--- src/abu_pkg.sv ---
package abu_pkg;

	// register word offsets (byte addresses on the wishbone bus)
	localparam logic [3:0] OFS_CTRL_STATUS = 4'h0;
	localparam logic [3:0] OFS_ADDR_HIGH = 4'h4;
	localparam logic [3:0] OFS_ADDR_LOW = 4'h8;
	localparam logic [3:0] OFS_AUXILIARY = 4'hc;
	localparam logic [4:0] OFS_WAIT_STATUS = 5'h10;
	localparam logic [4:0] OFS_FLAG_CONTROL = 5'h14;

	// field positions
	localparam int BIT_MATCH_ENABLE = 7;
	localparam int BIT_ACTIVE = 6;
	localparam int BIT_WDOG_DISABLE = 0;
	localparam int BIT_WAIT_EXIT = 1;
	localparam int BIT_CLEAR_FLAG_EN = 7;

	// reset values
	localparam logic [7:0] RST_BYTE = 8'h00;

	// break vectors
	localparam logic [15:0] VEC_NORMAL = 16'hfffc;
	localparam logic [15:0] VEC_MONITOR = 16'hfefc;
	localparam logic [7:0] SWI_OPCODE_DEFAULT = 8'h83;

	typedef struct packed
	{
		logic fetch;
		logic opcode_fetch;
		logic instr_start;
		logic rti_exec;
		logic [15:0] addr;
	} abu_cpu_s;

	typedef enum logic [1:0]
	{
		ST_IDLE = 2'b00,
		ST_PEND = 2'b01,
		ST_BREAK = 2'b10
	} abu_state_e;

endpackage : abu_pkg

--- src/abu_break_unit.sv ---
`timescale 1ns/1ps
module abu_break_unit
#(
	parameter logic [7:0] SWI_OPCODE = abu_pkg::SWI_OPCODE_DEFAULT
)
(
	input wire logic clk_sys,
	input wire logic resetn,
	input wire logic wb_cyc_i,
	input wire logic wb_stb_i,
	input wire logic wb_we_i,
	input wire logic [4:0] wb_adr_i,
	input wire logic [3:0] wb_sel_i,
	input wire logic [31:0] wb_dat_i,
	output logic [31:0] wb_dat_o,
	output logic wb_ack_o,
	output logic wb_err_o,
	input wire abu_pkg::abu_cpu_s cpu_i,
	input wire logic monitor_mode,
	input wire logic wait_mode,
	output logic breakpoint_request,
	output logic force_swi,
	output logic [7:0] swi_opcode,
	output logic [15:0] break_vector,
	output logic break_state,
	output logic status_clear_allowed,
	output logic timer_stop,
	output logic watchdog_hold
);

	// ========================================================
	// registers
	logic match_enable_r;
	logic active_r;
	logic [7:0] addr_high_r;
	logic [7:0] addr_low_r;
	logic wdog_disable_r;
	logic wait_exit_r;
	logic clear_flag_en_r;
	logic rearm_block_r;
	abu_pkg::abu_state_e state_r;
	abu_pkg::abu_state_e state_nxt;
	logic sw_req_r;
	logic addr_moved_r;
	logic wait_exit_nxt;

	logic access;
	logic wr;
	logic hit;
	logic match;
	logic wr_ctrl;
	logic [31:0] rd_nxt;
	logic known;
	logic wr_high;
	logic wr_low;
	logic wr_aux;
	logic wr_flag;
	logic in_idle;
	logic in_pend;
	logic in_break;

	assign access = wb_cyc_i && wb_stb_i && !wb_ack_o && !wb_err_o;
	assign wr = access && wb_we_i && wb_sel_i[0];
	assign wr_ctrl = wr && (wb_adr_i == {1'b0, abu_pkg::OFS_CTRL_STATUS});
	assign wr_high = wr && (wb_adr_i == {1'b0, abu_pkg::OFS_ADDR_HIGH});
	assign wr_low = wr && (wb_adr_i == {1'b0, abu_pkg::OFS_ADDR_LOW});
	assign wr_aux = wr && (wb_adr_i == {1'b0, abu_pkg::OFS_AUXILIARY});
	assign wr_flag = wr && (wb_adr_i == abu_pkg::OFS_FLAG_CONTROL);

	// state decode shared by the output flops
	assign in_idle = state_r == abu_pkg::ST_IDLE;
	assign in_pend = state_r == abu_pkg::ST_PEND;
	assign in_break = state_r == abu_pkg::ST_BREAK;

	// ========================================================
	// address compare
	// fetch-only compare; opcode hits stop the instruction, operand hits
	// let it finish and take the break at the next instruction boundary
	assign hit = cpu_i.fetch && match_enable_r && !wait_mode
		&& (cpu_i.addr == {addr_high_r, addr_low_r});
	// a cleared flag with an unchanged address stays quiet until rearmed
	assign match = hit && !rearm_block_r;

	// ========================================================
	// bus decode
	always_comb
	begin
		rd_nxt = 32'h0000_0000;
		known = 1'b1;
		case (wb_adr_i)
			{1'b0, abu_pkg::OFS_CTRL_STATUS}:
			begin
				rd_nxt[abu_pkg::BIT_MATCH_ENABLE] = match_enable_r;
				rd_nxt[abu_pkg::BIT_ACTIVE] = active_r;
			end
			{1'b0, abu_pkg::OFS_ADDR_HIGH}: rd_nxt[7:0] = addr_high_r;
			{1'b0, abu_pkg::OFS_ADDR_LOW}: rd_nxt[7:0] = addr_low_r;
			{1'b0, abu_pkg::OFS_AUXILIARY}:
				rd_nxt[abu_pkg::BIT_WDOG_DISABLE] = wdog_disable_r;
			abu_pkg::OFS_WAIT_STATUS:
				rd_nxt[abu_pkg::BIT_WAIT_EXIT] = wait_exit_r;
			abu_pkg::OFS_FLAG_CONTROL:
				rd_nxt[abu_pkg::BIT_CLEAR_FLAG_EN] = clear_flag_en_r;
			default: known = 1'b0;
		endcase
	end

	// ack and err are single-cycle pulses; the access term drops them
	// while the master still holds cyc, so each request answers once
	always_ff @(posedge clk_sys or negedge resetn)
	begin
		if (!resetn)
			wb_ack_o <= 1'b0;
		else
			wb_ack_o <= access && known;
	end

	always_ff @(posedge clk_sys or negedge resetn)
	begin
		if (!resetn)
			wb_err_o <= 1'b0;
		else
			wb_err_o <= access && !known;
	end

	// read data is zero outside the answer cycle
	always_ff @(posedge clk_sys or negedge resetn)
	begin
		if (!resetn)
			wb_dat_o <= 32'h0000_0000;
		else
			wb_dat_o <= (access && !wb_we_i) ? rd_nxt : 32'h0000_0000;
	end

	// ========================================================
	// software registers
	// each field has its own flop; a write with sel[0] low is acked but
	// leaves every field as it was
	always_ff @(posedge clk_sys or negedge resetn)
	begin
		if (!resetn)
			match_enable_r <= 1'b0;
		else if (wr_ctrl)
			match_enable_r <= wb_dat_i[abu_pkg::BIT_MATCH_ENABLE];
	end

	always_ff @(posedge clk_sys or negedge resetn)
	begin
		if (!resetn)
			addr_high_r <= abu_pkg::RST_BYTE;
		else if (wr_high)
			addr_high_r <= wb_dat_i[7:0];
	end

	always_ff @(posedge clk_sys or negedge resetn)
	begin
		if (!resetn)
			addr_low_r <= abu_pkg::RST_BYTE;
		else if (wr_low)
			addr_low_r <= wb_dat_i[7:0];
	end

	always_ff @(posedge clk_sys or negedge resetn)
	begin
		if (!resetn)
			wdog_disable_r <= 1'b0;
		else if (wr_aux)
			wdog_disable_r <= wb_dat_i[abu_pkg::BIT_WDOG_DISABLE];
	end

	always_ff @(posedge clk_sys or negedge resetn)
	begin
		if (!resetn)
			clear_flag_en_r <= 1'b0;
		else if (wr_flag)
			clear_flag_en_r <= wb_dat_i[abu_pkg::BIT_CLEAR_FLAG_EN];
	end

	// ========================================================
	// active flag: a match sets it and wins over a clearing write
	always_ff @(posedge clk_sys or negedge resetn)
	begin
		if (!resetn)
			active_r <= 1'b0;
		else if (match)
			active_r <= 1'b1;
		else if (wr_ctrl)
			active_r <= wb_dat_i[abu_pkg::BIT_ACTIVE];
	end

	// an address written inside the current break counts as an update, so
	// clearing the flag afterwards does not block the new address
	always_ff @(posedge clk_sys or negedge resetn)
	begin
		if (!resetn)
			addr_moved_r <= 1'b0;
		else if (wr_high || wr_low)
			addr_moved_r <= 1'b1;
		else if (!in_break)
			addr_moved_r <= 1'b0;
	end

	// cleared by software inside the break with the address untouched:
	// block the same address from re-firing until it is rewritten
	always_ff @(posedge clk_sys or negedge resetn)
	begin
		if (!resetn)
			rearm_block_r <= 1'b0;
		else if (wr_high || wr_low)
			rearm_block_r <= 1'b0;
		else if (wr_ctrl && in_break && !addr_moved_r
			&& !wb_dat_i[abu_pkg::BIT_ACTIVE])
			rearm_block_r <= 1'b1;
	end

	// software request waits for the next instruction boundary
	always_ff @(posedge clk_sys or negedge resetn)
	begin
		if (!resetn)
			sw_req_r <= 1'b0;
		else if (wr_ctrl && wb_dat_i[abu_pkg::BIT_ACTIVE])
			sw_req_r <= 1'b1;
		else if (cpu_i.instr_start)
			sw_req_r <= 1'b0;
	end

	// ========================================================
	// break sequence
	// a software request at an instruction boundary wins over an operand
	// hit, so a raised request is always followed by the break state
	always_comb
	begin
		state_nxt = state_r;
		case (state_r)
			abu_pkg::ST_IDLE:
				if ((match && cpu_i.opcode_fetch)
					|| (sw_req_r && cpu_i.instr_start))
					state_nxt = abu_pkg::ST_BREAK;
				else if (match)
					state_nxt = abu_pkg::ST_PEND;
			abu_pkg::ST_PEND:
				if (cpu_i.instr_start)
					state_nxt = abu_pkg::ST_BREAK;
			abu_pkg::ST_BREAK:
				if (cpu_i.rti_exec)
					state_nxt = abu_pkg::ST_IDLE;
			default: state_nxt = abu_pkg::ST_IDLE;
		endcase
	end

	always_ff @(posedge clk_sys or negedge resetn)
	begin
		if (!resetn)
			state_r <= abu_pkg::ST_IDLE;
		else
			state_r <= state_nxt;
	end

	// ========================================================
	// wait exit status
	// address hits cannot happen in wait, so in practice only the
	// software request sets this flag; the return ends it
	always_comb
	begin
		wait_exit_nxt = wait_exit_r;
		if (in_idle && (match || sw_req_r) && wait_mode)
			wait_exit_nxt = 1'b1;
		else if (in_break && cpu_i.rti_exec)
			wait_exit_nxt = 1'b0;
	end

	always_ff @(posedge clk_sys or negedge resetn)
	begin
		if (!resetn)
			wait_exit_r <= 1'b0;
		else
			wait_exit_r <= wait_exit_nxt;
	end

	// ========================================================
	// outputs toward the cpu and system integration unit
	// the request pulses once per break; the sequencer leaves idle or
	// pending on the same edge, so it cannot repeat
	always_ff @(posedge clk_sys or negedge resetn)
	begin
		if (!resetn)
			breakpoint_request <= 1'b0;
		else
			breakpoint_request <= (in_idle && match
				&& cpu_i.opcode_fetch) || (!in_break
				&& cpu_i.instr_start
				&& (sw_req_r || in_pend));
	end

	// opcode hits only: an operand hit lets the fetched opcode run
	always_ff @(posedge clk_sys or negedge resetn)
	begin
		if (!resetn)
			force_swi <= 1'b0;
		else
			force_swi <= in_idle && match
				&& cpu_i.opcode_fetch;
	end

	always_ff @(posedge clk_sys or negedge resetn)
	begin
		if (!resetn)
			swi_opcode <= abu_pkg::RST_BYTE;
		else
			swi_opcode <= SWI_OPCODE;
	end

	// the vector follows the mode every cycle, so it is ready whenever
	// the integration unit takes the break
	always_ff @(posedge clk_sys or negedge resetn)
	begin
		if (!resetn)
			break_vector <= abu_pkg::VEC_NORMAL;
		else
			break_vector <= monitor_mode ? abu_pkg::VEC_MONITOR
				: abu_pkg::VEC_NORMAL;
	end

	// ========================================================
	// break-time controls; the watchdog hold only in monitor mode with wdog_disable_r set
	always_ff @(posedge clk_sys or negedge resetn)
	begin
		if (!resetn)
			break_state <= 1'b0;
		else
			break_state <= in_break;
	end

	always_ff @(posedge clk_sys or negedge resetn)
	begin
		if (!resetn)
			status_clear_allowed <= 1'b1;
		else
			status_clear_allowed <= !in_break || clear_flag_en_r;
	end

	always_ff @(posedge clk_sys or negedge resetn)
	begin
		if (!resetn)
			timer_stop <= 1'b0;
		else
			timer_stop <= in_break;
	end

	always_ff @(posedge clk_sys or negedge resetn)
	begin
		if (!resetn)
			watchdog_hold <= 1'b0;
		else
			watchdog_hold <= in_break && monitor_mode
				&& wdog_disable_r;
	end

endmodule : abu_break_unit

--- config.mk ---
export PLATFORM = sky130hd
export DESIGN_NAME = abu_break_unit
export DESIGN_NICKNAME = d
export VERILOG_FILES = /design/src/abu_pkg.sv /design/src/abu_break_unit.sv
export SDC_FILE = /design/constraint.sdc
export NUM_CORES = 1
export LEC_CHECK = 0
export BUFFER_PORTS_ARGS = -buffer_cell sky130_fd_sc_hd__buf_4
export CAP_MARGIN = 10
export CORE_MARGIN = 4
export CORE_UTILIZATION = 50
export CTS_BUF_LIST = sky130_fd_sc_hd__clkbuf_2 sky130_fd_sc_hd__clkbuf_4 sky130_fd_sc_hd__clkbuf_8
export CTS_CLUSTER_DIAMETER = 40
export DETAILED_ROUTE_END_ITERATION = 16
export GPL_TIMING_DRIVEN = 1
export PLACE_DENSITY = 0.88
export SLEW_MARGIN = 20
export SYNTH_ARGS = -nofsm -noshare
export SYNTH_HDL_FRONTEND = slang
export SYNTH_SLANG_ARGS = --single-unit
--- constraint.sdc ---
create_clock -name clk_sys -period 2.6 [get_ports clk_sys]
set_input_delay 0.13 -clock clk_sys [delete_from_list [all_inputs] [get_ports clk_sys]]
set_output_delay 0.13 -clock clk_sys [all_outputs]
set_load 0.03 [all_outputs]
-- After elaboration in Yosys (flattened, before gate mapping)
Index checks and enable logic that the tools add are counted.
- reductions and logical operators: 55
- multiplexer cells: 23
- eq/ne operators: 12
- operators by type and width (cell ; number):
    logical AND 1 bit ; 32
    == test 16 bit ; 1
    2-to-1 mux 1 bit ; 11
    == test 5 x 4 -> 1 bit (second input constant) ; 2
    == test 5 bit (second input constant) ; 2
    logical NOT 1 bit ; 9
    2-to-1 mux 9 bit ; 1
    one-hot mux 1 bit (3 select lines) ; 3
    2-to-1 mux 2 bit ; 4
    2-to-1 mux 8 bit ; 1
    one-hot mux 4 bit (2 select lines) ; 1
    nonzero test 2 bit ; 4
    logical OR 1 bit ; 6
    one-hot mux 2 bit (3 select lines) ; 1
    OR reduction 6 bit ; 1
    == test 5 x 3 -> 1 bit (second input constant) ; 1
    logical NOT 5 bit ; 1
    inequality test 2 bit (second input constant) ; 2
    one-hot mux 1 bit (4 select lines) ; 1
    inequality test 3 x 2 -> 1 bit (second input constant) ; 1
    AND reduction 3 bit ; 1
    == test 2 x 1 -> 1 bit (second input constant) ; 1
    == test 2 bit (second input constant) ; 1
    logical NOT 2 bit ; 1
    inequality test 2 x 1 -> 1 bit (second input constant) ; 1
- bits in registers: 52
- input port bits: 68
- output and inout bits: 64
- word-level logic and storage cells: 111

-- Logic depth before layout (Yosys ltp)
Gate-level depths: netlist (run 1).
- depth in word-level cells: 11
- mapped depth: 6
- depth with buffers taken out: 4

-- Worst setup path after synthesis (run 1)
OpenSTA, ideal clock, no wires.
- path kind: flip-flop to flip-flop
- start: register wb_err_o
- end: register clear_flag_en_r
- period minus slack after synthesis: 1.921 ns
- arrival: 1.796 ns
- slack: 0.679 ns
- data required time: 2.475 ns
- setup time: 0.125 ns
- cell stages (with the launch flop): 6
- path buffers: 1
- path through: dfrtp_1 -> nand4bb_4 -> or2_1 -> buf_6 -> or3_4 -> mux2_4
- longest elaborated chain between the ends: 5
- RTL lines (what ; RTL line ; RTL):
    start, declared ; abu_break_unit.sv:17 ; output logic wb_err_o,
    start signal, assigned ; abu_break_unit.sv:123 ; wb_err_o <= access && !known;
    logical NOT 1 bit ; abu_break_unit.sv:62 ; assign access = wb_cyc_i && wb_stb_i && !wb_ack_o && !wb_err_o;
    logical AND 1 bit ; abu_break_unit.sv:62 ;
    logical AND 1 bit (2 in a row) ; abu_break_unit.sv:63 ; assign wr = access && wb_we_i && wb_sel_i[0];
    logical AND 1 bit ; abu_break_unit.sv:68 ; assign wr_flag = wr && (wb_adr_i == abu_pkg::OFS_FLAG_CONTROL);
    end signal, assigned ; abu_break_unit.sv:176 ; clear_flag_en_r <= wb_dat_i[abu_pkg::BIT_CLEAR_FLAG_EN];
    end, declared ; abu_break_unit.sv:39 ; logic clear_flag_en_r;
Every way passes these cells.
A chain may end at the register's enable or synchronous reset.

-- Worst setup path after layout (run 1)
- start: register wb_err_o
- end: register addr_high_r[4]
- longest elaborated chain between the ends: 5
- RTL lines (what ; RTL line ; RTL):
    logical NOT 1 bit ; abu_break_unit.sv:62 ;
    logical AND 1 bit ; abu_break_unit.sv:62 ;
    logical AND 1 bit (2 in a row) ; abu_break_unit.sv:63 ;
    logical AND 1 bit ; abu_break_unit.sv:65 ; assign wr_high = wr && (wb_adr_i == {1'b0, abu_pkg::OFS_ADDR_HIGH});
    end signal, assigned ; abu_break_unit.sv:150 ; addr_high_r <= abu_pkg::RST_BYTE;
    end signal, assigned ; abu_break_unit.sv:152 ; addr_high_r <= wb_dat_i[7:0];
    end, declared ; abu_break_unit.sv:35 ; logic [7:0] addr_high_r;
Every way passes these cells.

==> out/metrics.csv, run 1 <==
metric,value,unit
status,"complete, no violations",
RSZ-0062 raised after global routing,no,
CP max-delay cell,nor2_2,
initial antenna violation count,0,
Sink Count,43,
post-route cell area,2890,sq um
Pleak,1.45,nW
Post-synth EDFFs,0,
total die area,6090,sq um
vias after detailed routing,1762,
multi-input logic area,1130,sq um
register area share after synthesis,0.440,
# IOs,132,
DRC,0,
Mean Syn Cell Area,10.5,sq um
switching part of the total,0.274,
Crit Path Category,flip-flop to flip-flop,
largest area contributor in the netlist,dfrtp_1,
Cells after Synth,233,
YS warnings,0,
Iter 0 DRT Violations,108,
Slew headroom,0.644,
Final Hold Viols,0,
CTS Buf Count,5,
Buffers on Ports,60,
vias per inst,4.89,
synth top area cells,"dfrtp_1, buf_4, mux2_2",
CP required,2.78,ns
Worst setup SP type,flip-flop,
peak per-stage delay on the critical path,0.44,ns
Max clock buf depth,2,
"Clk Latency, worst-skew pair",0.30,ns
Hold/Removal Path Class,primary input to flip-flop,
Die Height,78.0,microns
number of global-route vias before repair,1755,
DP HPWL,4130,microns
Max Slew Vio Count,0,
Power Density,515,nW/um^2
Total GRT Usage,0.176,
Core ar.,4720,sq um
DRT Pass-1 Iters,4,
Flop pwr share,0.472,
Avg WL per Cell,14.5,microns
"Remaining Overflow, GRT",0,
Final setup viols,0,
Starting Density,0.519,
"CTS clk-pin slew, worst paths",0.08,ns
Setup Skew,0.00784,ns
critical path arrival,2.15,ns
diode count,0,
final RePlAce weighted congestion,0.856,
placed cell area,2760,sq um
total wire length,5220,microns
worst path cell trace,nand4bb_4 > or2_1 > nor2_2 > mux2_2,
Final period util,0.757,
max-cap violations,0,
post-route ant nets,0,
worst slew pin tran,0.534,ns
Setup crit end kind,flip-flop,
"most common cell after layout, fill and taps aside",buf_4,
largest net degree at the start of global routing,44,
Crit Path Max Fanout,8,
nets@finish,360,
Synth Register Bits,43,
Logic pwr share,0.168,
die width,78.0,microns
Post-CTS Setup Bufs,0,
most frequent cells in the layout,"buf_4, conb_1, dfrtp_1, mux2_2, nor2_1",
sequential standard cell area,1080,sq um
TritonCTS clock tree,built,
setup TNS,0,ns
fmax,508,MHz
Post-synth ARST share,1.00,
count of cell types in the netlist,49,
Clk pwr share,0.360,
commonest register cell after synthesis,dfrtp_1,
Layout area overhead,18.0,%
Rows,25,
fillcell total,388,
P_sw,0.409,mW
area fraction of the dominant cell type after synthesis,0.418,
internal power,1.08,mW
CTS Root Cell,clkbuf_8,
H-tree depth,2,
mapped cell area,2450,sq um
dpl ws,0.658,ns
minimum clock period,1.97,ns
Resized Gates After CTS,0,
maximum vdd drop,0.299,mV
Final WS setup,0.633,ns
first-pass GRT wire length,8310,microns
hold_ws,0.0492,ns
layout cell share with drive strength beyond 1,0.334,
## Yosys cell counts, types with 2 or more instances
cell type,count
dfrtp_1,41
a22oi_1,6
nor3_1,6
mux2_2,19
or3_1,2
conb_1,2
nor4b_1,2
dfstp_2,2
mux2i_1,2
nor4_1,4
nand2_1,15
and2_1,2
nor2_1,18
inv_1,4
o21ai_0,5
buf_6,2
xnor2_1,3
nor2_2,2
a21oi_1,3
xor2_1,13
buf_4,47
nand3_1,4
clkbuf_1,3
## worst paths after layout
| path | from | to | slack [ns] | cells after the start |
|---|---|---|---|---|
| worst max-delay path | wb_err_o | addr_high_r[4] | 0.63 | 4 |
| worst min-delay path | wb_adr_i[1] | wb_ack_o | 0.05 | 2 |
| worst max register to register | wb_err_o | addr_high_r[4] | 0.63 | 4 |
| worst min register to register | addr_moved_r | addr_moved_r | 0.49 | 1 |
| max in group asynchronous | resetn | wb_ack_o | 1.87 | 2 |
| min in group asynchronous | resetn | wait_exit_r | 0.35 | 2 |
## state kept, by name (all words and copies together), names as in the netlist
register and cells:
force_swi 1, match_enable_r 1, active_r 1, sw_req_r 1
break_vector 1, swi_opcode 1, addr_low_r 8, state_r 2
addr_moved_r 1, clear_flag_en_r 1, wait_exit_r 1, wb_err_o 1
watchdog_hold 1, status_clear_allowed 1, wb_dat_o 8, wb_ack_o 1
timer_stop 1, rearm_block_r 1, wdog_disable_r 1, addr_high_r 8
breakpoint_request 1
## power by group through the flow
stage,Clock [mW],Combinational (mW),Sequential (mW)
after floorplan,0,0.206,0.718
after global placement,0,0.242,0.716
after detailed placement,0,0.246,0.717
after CTS,0.550,0.250,0.704
after global routing,0.572,0.269,0.707
final,0.536,0.251,0.704
## per-stage QoR
step | instances | total power, mW | utilization
2_1_floorplan | 276 | 0.924 | -
4_1_cts | 360 | 1.50 | 0.613
6_report | 360 | 1.49 | 0.613
3_5_place_dp | 350 | 0.963 | 0.584
3_3_place_gp | 350 | 0.957 | 0.584
5_1_grt | 360 | 1.55 | 0.613
## area by class of cell
cell class                 count  share of cell area
multi-input combinational    176               0.390
sequential                    43               0.373
timing repair buffer          62               0.163
tap                           67              0.0290
clock buffer                   6              0.0285
clock inverter                 2              0.0121
inverter                       4             0.00519
## per-layer routing
metal / share of wire / up-vias / global-route usage
met2: 0.52 / 86 / 0.319
li1: - / 821 / -
met4: 0.016 / 0 / 0.0455
met5: 0 / - / 0
met3: 0.084 / 10 / 0.0528
met1: 0.38 / 845 / 0.200
## cell families (layout without fill, tap and decap cells)
family          after synthesis  count (layout)  share of synthesized area
fa+ha+maj                     1               1                    0.00408
flops                        43              43                      0.440
buf+inv                      57              74                      0.166
xor+xnor                     16              16                     0.0571
simple gates                 69              69                      0.162
mux                          22              22                      0.102
other cells                   2              45                    0.00306
compound gates               23              23                     0.0668
## worst max-delay path: cells and delay by family, from the launching register on
kind,cells,cell delay (ns)
flip-flops,1,0.39
multiplexers,1,0.40
AND/OR/NAND/NOR,3,1.07
## repair_timing
| item | CTS | global route |
|---|---|---|
| hold buffers | 2 | 0 |
| endpoints found under the hold margin | 42 | 0 |
| setup endpoints to repair | 0 | 0 |
Power figures use the tool's default switching activity.
==> inputs of run 2 (changes only) <==
- CORE_UTILIZATION: 50 -> 46
- PLACE_DENSITY: 0.88 -> 0.82
- clock period: 2.6 -> 2.05 ns (I/O delays scaled with it)
==> out/metrics.csv, run 2 (synthesis gave the netlist of run 1 again) <==
metric,value,unit,change
status,"complete, no violations",,
first-pass GRT wire length,8360,microns,+0.49%
CP required,2.24,ns,-0.54 ns
Sink Count,43,,unchanged
CTS Root Cell,clkbuf_8,,
Top Registers,"addr_high_r: 8 flops, addr_low_r: 8 flops, wb_dat_o: 8 flops",,
Layout area overhead,18.5,%,
worst slew pin tran,0.537,ns,+0.00368 ns
setup TNS,0,ns,unchanged
fmax,547,MHz,+7.7%
Iter 0 DRT Violations,78,,-28%
Worst R2R Start,wb_err_o,,
DRC,0,,unchanged
largest net degree at the start of global routing,44,,unchanged
maximum vdd drop,0.361,mV,+21%
multi-input logic area,1130,sq um,unchanged
Setup Skew,0.00154,ns,-0.00629 ns
Crit Path Category,flip-flop to flip-flop,,
minimum clock period,1.83,ns,-0.140 ns
CTS Buf Count,5,,unchanged
final core occ,0.565,,-0.0472
max-cap violations,0,,unchanged
Final period util,0.891,,+0.135
Max Slew Vio Count,0,,unchanged
Worst Setup SP,wb_err_o,,
"Remaining Overflow, GRT",0,,unchanged
total wire length,5110,microns,-2.2%
most frequent cells in the layout,"buf_4, conb_1, dfrtp_1, mux2_2, nor2_1",,
reg2reg end,addr_low_r[1],,
Max clock buf depth,2,,unchanged
Power Density,624,nW/um^2,+21%
post-route ant nets,0,,unchanged
sequential standard cell area,1080,sq um,unchanged
vias per inst,4.79,,-2.2%
final RePlAce weighted congestion,0.883,,+3.1%
Avg WL per Cell,13.9,microns,-3.8%
Worst setup SP type,flip-flop,,
"Clk Latency, worst-skew pair",0.30,ns,about the same
Die Height,81.0,microns,+3.8%
layout cell share with drive strength beyond 1,0.341,,+0.00675
Buffers on Ports,60,,unchanged
Hold/Removal Path Class,primary input to flip-flop,,
nets@finish,363,,+0.83%
Crit Path Max Fanout,6,,-2
hold path startpoint,wb_adr_i[1],,
Setup crit end kind,flip-flop,,
Starting Density,0.477,,-0.0421
"CTS clk-pin slew, worst paths",0.08,ns,about the same
die width,81.0,microns,+3.8%
Final Hold Viols,0,,unchanged
hold path cells,2,,unchanged
"most common cell after layout, fill and taps aside",buf_4,,
Total GRT Usage,0.169,,-0.00718
critical path arrival,2.02,ns,-0.13 ns
Resized Gates After CTS,0,,unchanged
RSZ-0062 raised after global routing,no,,
number of global-route vias before repair,1708,,-2.7%
diode count,0,,unchanged
R2R Setup Slk,0.22,ns,-0.41 ns
R2R cell count,5,,+1
Hold EP,wb_ack_o,,
Final setup viols,0,,unchanged
Rows,26,,+4.0%
fillcell total,472,,+22%
Core ar.,5140,sq um,+8.8%
# IOs,132,,unchanged
TritonCTS clock tree,built,,
vias after detailed routing,1752,,-0.57%
DRT Pass-1 Iters,4,,unchanged
initial antenna violation count,0,,unchanged
Slew headroom,0.642,,-0.00246
DP HPWL,4010,microns,-2.8%
Pleak,1.46,nW,+0.70%
H-tree depth,2,,unchanged
total die area,6560,sq um,+7.8%
[run 2: cell count changes in the layout (fill, tap and decap cells not counted), sizes merged]
cell / delta
buf: +3
clkbuf: +2
bufinv: -1
clkinv: -1
[run 2: worst max-delay path by stage]
stage,endpoint,cells after the start,slack [ns]
after CTS,addr_low_r[1],5,0.21
after global routing,addr_low_r[1],5,0.12
after global placement,addr_low_r[3],5,0.25
after floorplan,clear_flag_en_r,5,0.13
final,addr_low_r[1],5,0.22
after detailed placement,addr_low_r[3],5,0.23
[run 2: area by class of cell]
type	count	share of cell area
Sequential cell	43	0.371
Inverter	4	0.00517
Tap cell	70	0.0301
Clock buffer	8	0.0357
Multi-Input combinational cell	176	0.388
Timing Repair Buffer	65	0.170
[run 2: layer usage]
layer / global-route usage / vias to the layer above / routed length [microns]
met1: 0.216 / 836 / 2110
met3: 0.0565 / 11 / 434
li1: - / 830 / -
met2: 0.272 / 75 / 2490
met4: 0.0473 / 0 / 70
met5: 0 / - / 0
[run 2: through the flow]
step / hold slack (ns) / setup slack [ns] / total power [mW] / std cells / instance area (sq um)
after CTS: 0.00964 / 0.214 / 1.82 / 366 / 2910
after detailed placement: 0.125 / 0.230 / 1.22 / 356 / 2780
after global routing: 0.00104 / 0.117 / 1.90 / 366 / 2910
final: 0.00692 / 0.223 / 1.81 / 366 / 2910
after global placement: 0.121 / 0.248 / 1.22 / 356 / 2780
after floorplan: -0.193 / 0.129 / 1.17 / 276 / 2610
[run 2: critical path: stages, from the launching register on]
cell	delay (ns)
dfrtp_1	0.38
nand4bb_4	0.27
or2_1	0.34
nor2_2	0.19
buf_4	0.19
mux2_2	0.34
[run 2: report_power, final]
| group | switching [mW] | internal, mW | leakage [nW] |
|---|---|---|---|
| Sequential | 0.0209 | 0.872 | 0.586 |
| Clock | 0.285 | 0.321 | 0.0549 |
| Combinational | 0.210 | 0.106 | 0.819 |
| Total | 0.515 | 1.30 | 1.46 |
[run 2: timing repair]
item | 4_1_cts | 5_1_grt
buffers inserted | 0 | 0
hold buffers | 2 | 0
endpoints found under the hold margin | 42 | 0
==> inputs of run 3 (changes only) <==
- CELL_PAD_IN_SITES_DETAIL_PLACEMENT: not set -> 1
- CELL_PAD_IN_SITES_GLOBAL_PLACEMENT: not set -> 2
- CORE_MARGIN: 4 -> not set
- CORE_UTILIZATION: 46 -> 23
- PLACE_DENSITY: 0.82 -> not set
- PLACE_DENSITY_LB_ADDON: not set -> 0.1
==> out/metrics.csv, run 3 (synthesis gave the netlist of run 1 again) <==
metric,value,unit,change
minimum clock period,1.82,ns,-0.00345 ns
Layout area overhead,23.7,%,
Rows,37,,+42%
CTS Buf Count,5,,unchanged
worst path cell trace,nand4bb_4 > or2_1 > or3_4 > mux2_4,,
H-tree depth,2,,unchanged
"Remaining Overflow, GRT",0,,unchanged
critical path buffer and inverter count,0,,-1
Starting Density,0.238,,-0.240
Hold/Removal Path Class,primary input to flip-flop,,
Setup crit end kind,flip-flop,,
hold path cells,2,,unchanged
crit-path leading delay family,simple AND/OR/NAND/NOR gates,,
DRC,0,,unchanged
DP HPWL,4830,microns,+20%
final RePlAce weighted congestion,0.701,,-21%
Buffers on Ports,60,,unchanged
# IOs,132,,unchanged
Power Density,667,nW/um^2,+6.8%
Total GRT Usage,0.119,,-0.0500
Max Slew Vio Count,0,,unchanged
hold path startpoint,wb_adr_i[1],,
Worst setup SP type,flip-flop,,
peak per-stage delay on the critical path,0.40,ns,+0.02 ns
fmax,548,MHz,+0.19%
die width,105,microns,+30%
first-pass GRT wire length,9900,microns,+19%
R2R cell count,4,,-1
CP max-delay cell,or3_4,,
Hold EP,wb_ack_o,,
reg2reg end,clear_flag_en_r,,
placed instance count,422,,+19%
Crit Path Max Fanout,5,,-1
Crit Path Category,flip-flop to flip-flop,,
Post-CTS Setup Bufs,0,,unchanged
total wire length,6230,microns,+22%
RSZ-0062 raised after global routing,no,,
Top Registers,"addr_high_r: 8 flops, addr_low_r: 8 flops, wb_dat_o: 8 flops",,
TritonCTS clock tree,built,,
vias per inst,4.05,,-15%
setup TNS,0,ns,unchanged
Sink Count,43,,unchanged
Setup Skew,0.00981,ns,+0.00827 ns
total die area,11100,sq um,+69%
Final Hold Viols,0,,unchanged
diode count,0,,unchanged
most frequent cells in the layout,"buf_4, conb_1, dfrtp_1, mux2_2, nor2_1",,
Max clock buf depth,2,,unchanged
vias after detailed routing,1749,,-0.17%
Pleak,1.47,nW,+0.83%
nets@finish,363,,unchanged
Final period util,0.890,,-0.00168
Core ar.,10300,sq um,+100%
post-route ant nets,0,,unchanged
Slew headroom,0.615,,-0.0271
CP required,2.23,ns,about the same
Die Height,105,microns,+30%
maximum vdd drop,0.234,mV,-35%
worst slew pin tran,0.578,ns,+0.0407 ns
Non-Filler Instances,432,,+18%
max-cap violations,0,,unchanged
largest net degree at the start of global routing,44,,unchanged
critical path arrival,2.01,ns,about the same
CTS Root Cell,clkbuf_8,,
Avg WL per Cell,14.4,microns,+3.3%
status,"complete, no violations",,
R2R Setup Slk,0.23,ns,about the same
Worst R2R Start,wb_err_o,,
number of global-route vias before repair,1772,,+3.7%
layout cell share with drive strength beyond 1,0.341,,unchanged
Final setup viols,0,,unchanged
initial antenna violation count,0,,unchanged
"most common cell after layout, fill and taps aside",buf_4,,
"Clk Latency, worst-skew pair",0.30,ns,about the same
DRT Pass-1 Iters,4,,unchanged
"CTS clk-pin slew, worst paths",0.09,ns,about the same
Iter 0 DRT Violations,42,,-46%
==> run 3: changes by cell type in the layout (fill, tap and decap cells not counted), sizes merged <==
cell | before | now
clkbuf | 8 | 5
bufinv | 0 | 2
clkinvlp | 0 | 1
==> run 3: per-stage QoR <==
| step | hold slack [ns] | total power, mW | setup slack, ns | util | instance area (sq um) |
|---|---|---|---|---|---|
| final | 0.00851 | 2.02 | 0.227 | 0.294 | 3030 |
| after global routing | 0.0151 | 2.12 | 0.126 | 0.294 | 3030 |
| after CTS | 0.00120 | 2.06 | 0.217 | 0.294 | 3030 |
| after detailed placement | 0.153 | 1.24 | 0.240 | 0.279 | 2880 |
| after global placement | 0.157 | 1.24 | 0.237 | 0.279 | 2880 |
| after floorplan | -0.193 | 1.17 | 0.129 | - | 2610 |
==> run 3: cell type report <==
| type | instances | area, sq um |
|---|---|---|
| Fill cell | 1186 | 7290 |
| Multi-Input combinational cell | 176 | 1130 |
| Sequential cell | 43 | 1080 |
| Timing Repair Buffer | 65 | 505 |
| Tap cell | 136 | 170 |
| Clock buffer | 5 | 68.8 |
| Clock inverter | 3 | 67.6 |
| Inverter | 4 | 15.0 |
==> run 3: how the worst max path moves through the flow <==
stage,from,to,cells past startpoint
3_3_place_gp,wb_err_o,clear_flag_en_r,4
5_1_grt,addr_high_r[2],breakpoint_request,4
6_report,wb_err_o,clear_flag_en_r,4
4_1_cts,wb_err_o,clear_flag_en_r,4
2_1_floorplan,wb_err_o,clear_flag_en_r,5
3_5_place_dp,wb_err_o,clear_flag_en_r,4
==> run 3: layer usage <==
layer  GRT usage  vias up  share of wire
met5           0        -              0
met4      0.0392        0          0.012
met3      0.0235        7          0.045
met2       0.194       57           0.48
met1       0.156      855           0.46
li1            -      830              -
==> run 3: power breakdown <==
| group | switching, mW | leakage (nW) | internal [mW] |
|---|---|---|---|
| clock network | 0.319 | 0.0644 | 0.486 |
| registers | 0.0215 | 0.586 | 0.872 |
| logic | 0.217 | 0.821 | 0.107 |
| total | 0.558 | 1.47 | 1.46 |
==> run 3: what timing repair did <==
item / in CTS / in global routing
hold endpoints to repair: 42 / 0
gates resized for setup: 0 / 0
hold buffers: 2 / 0
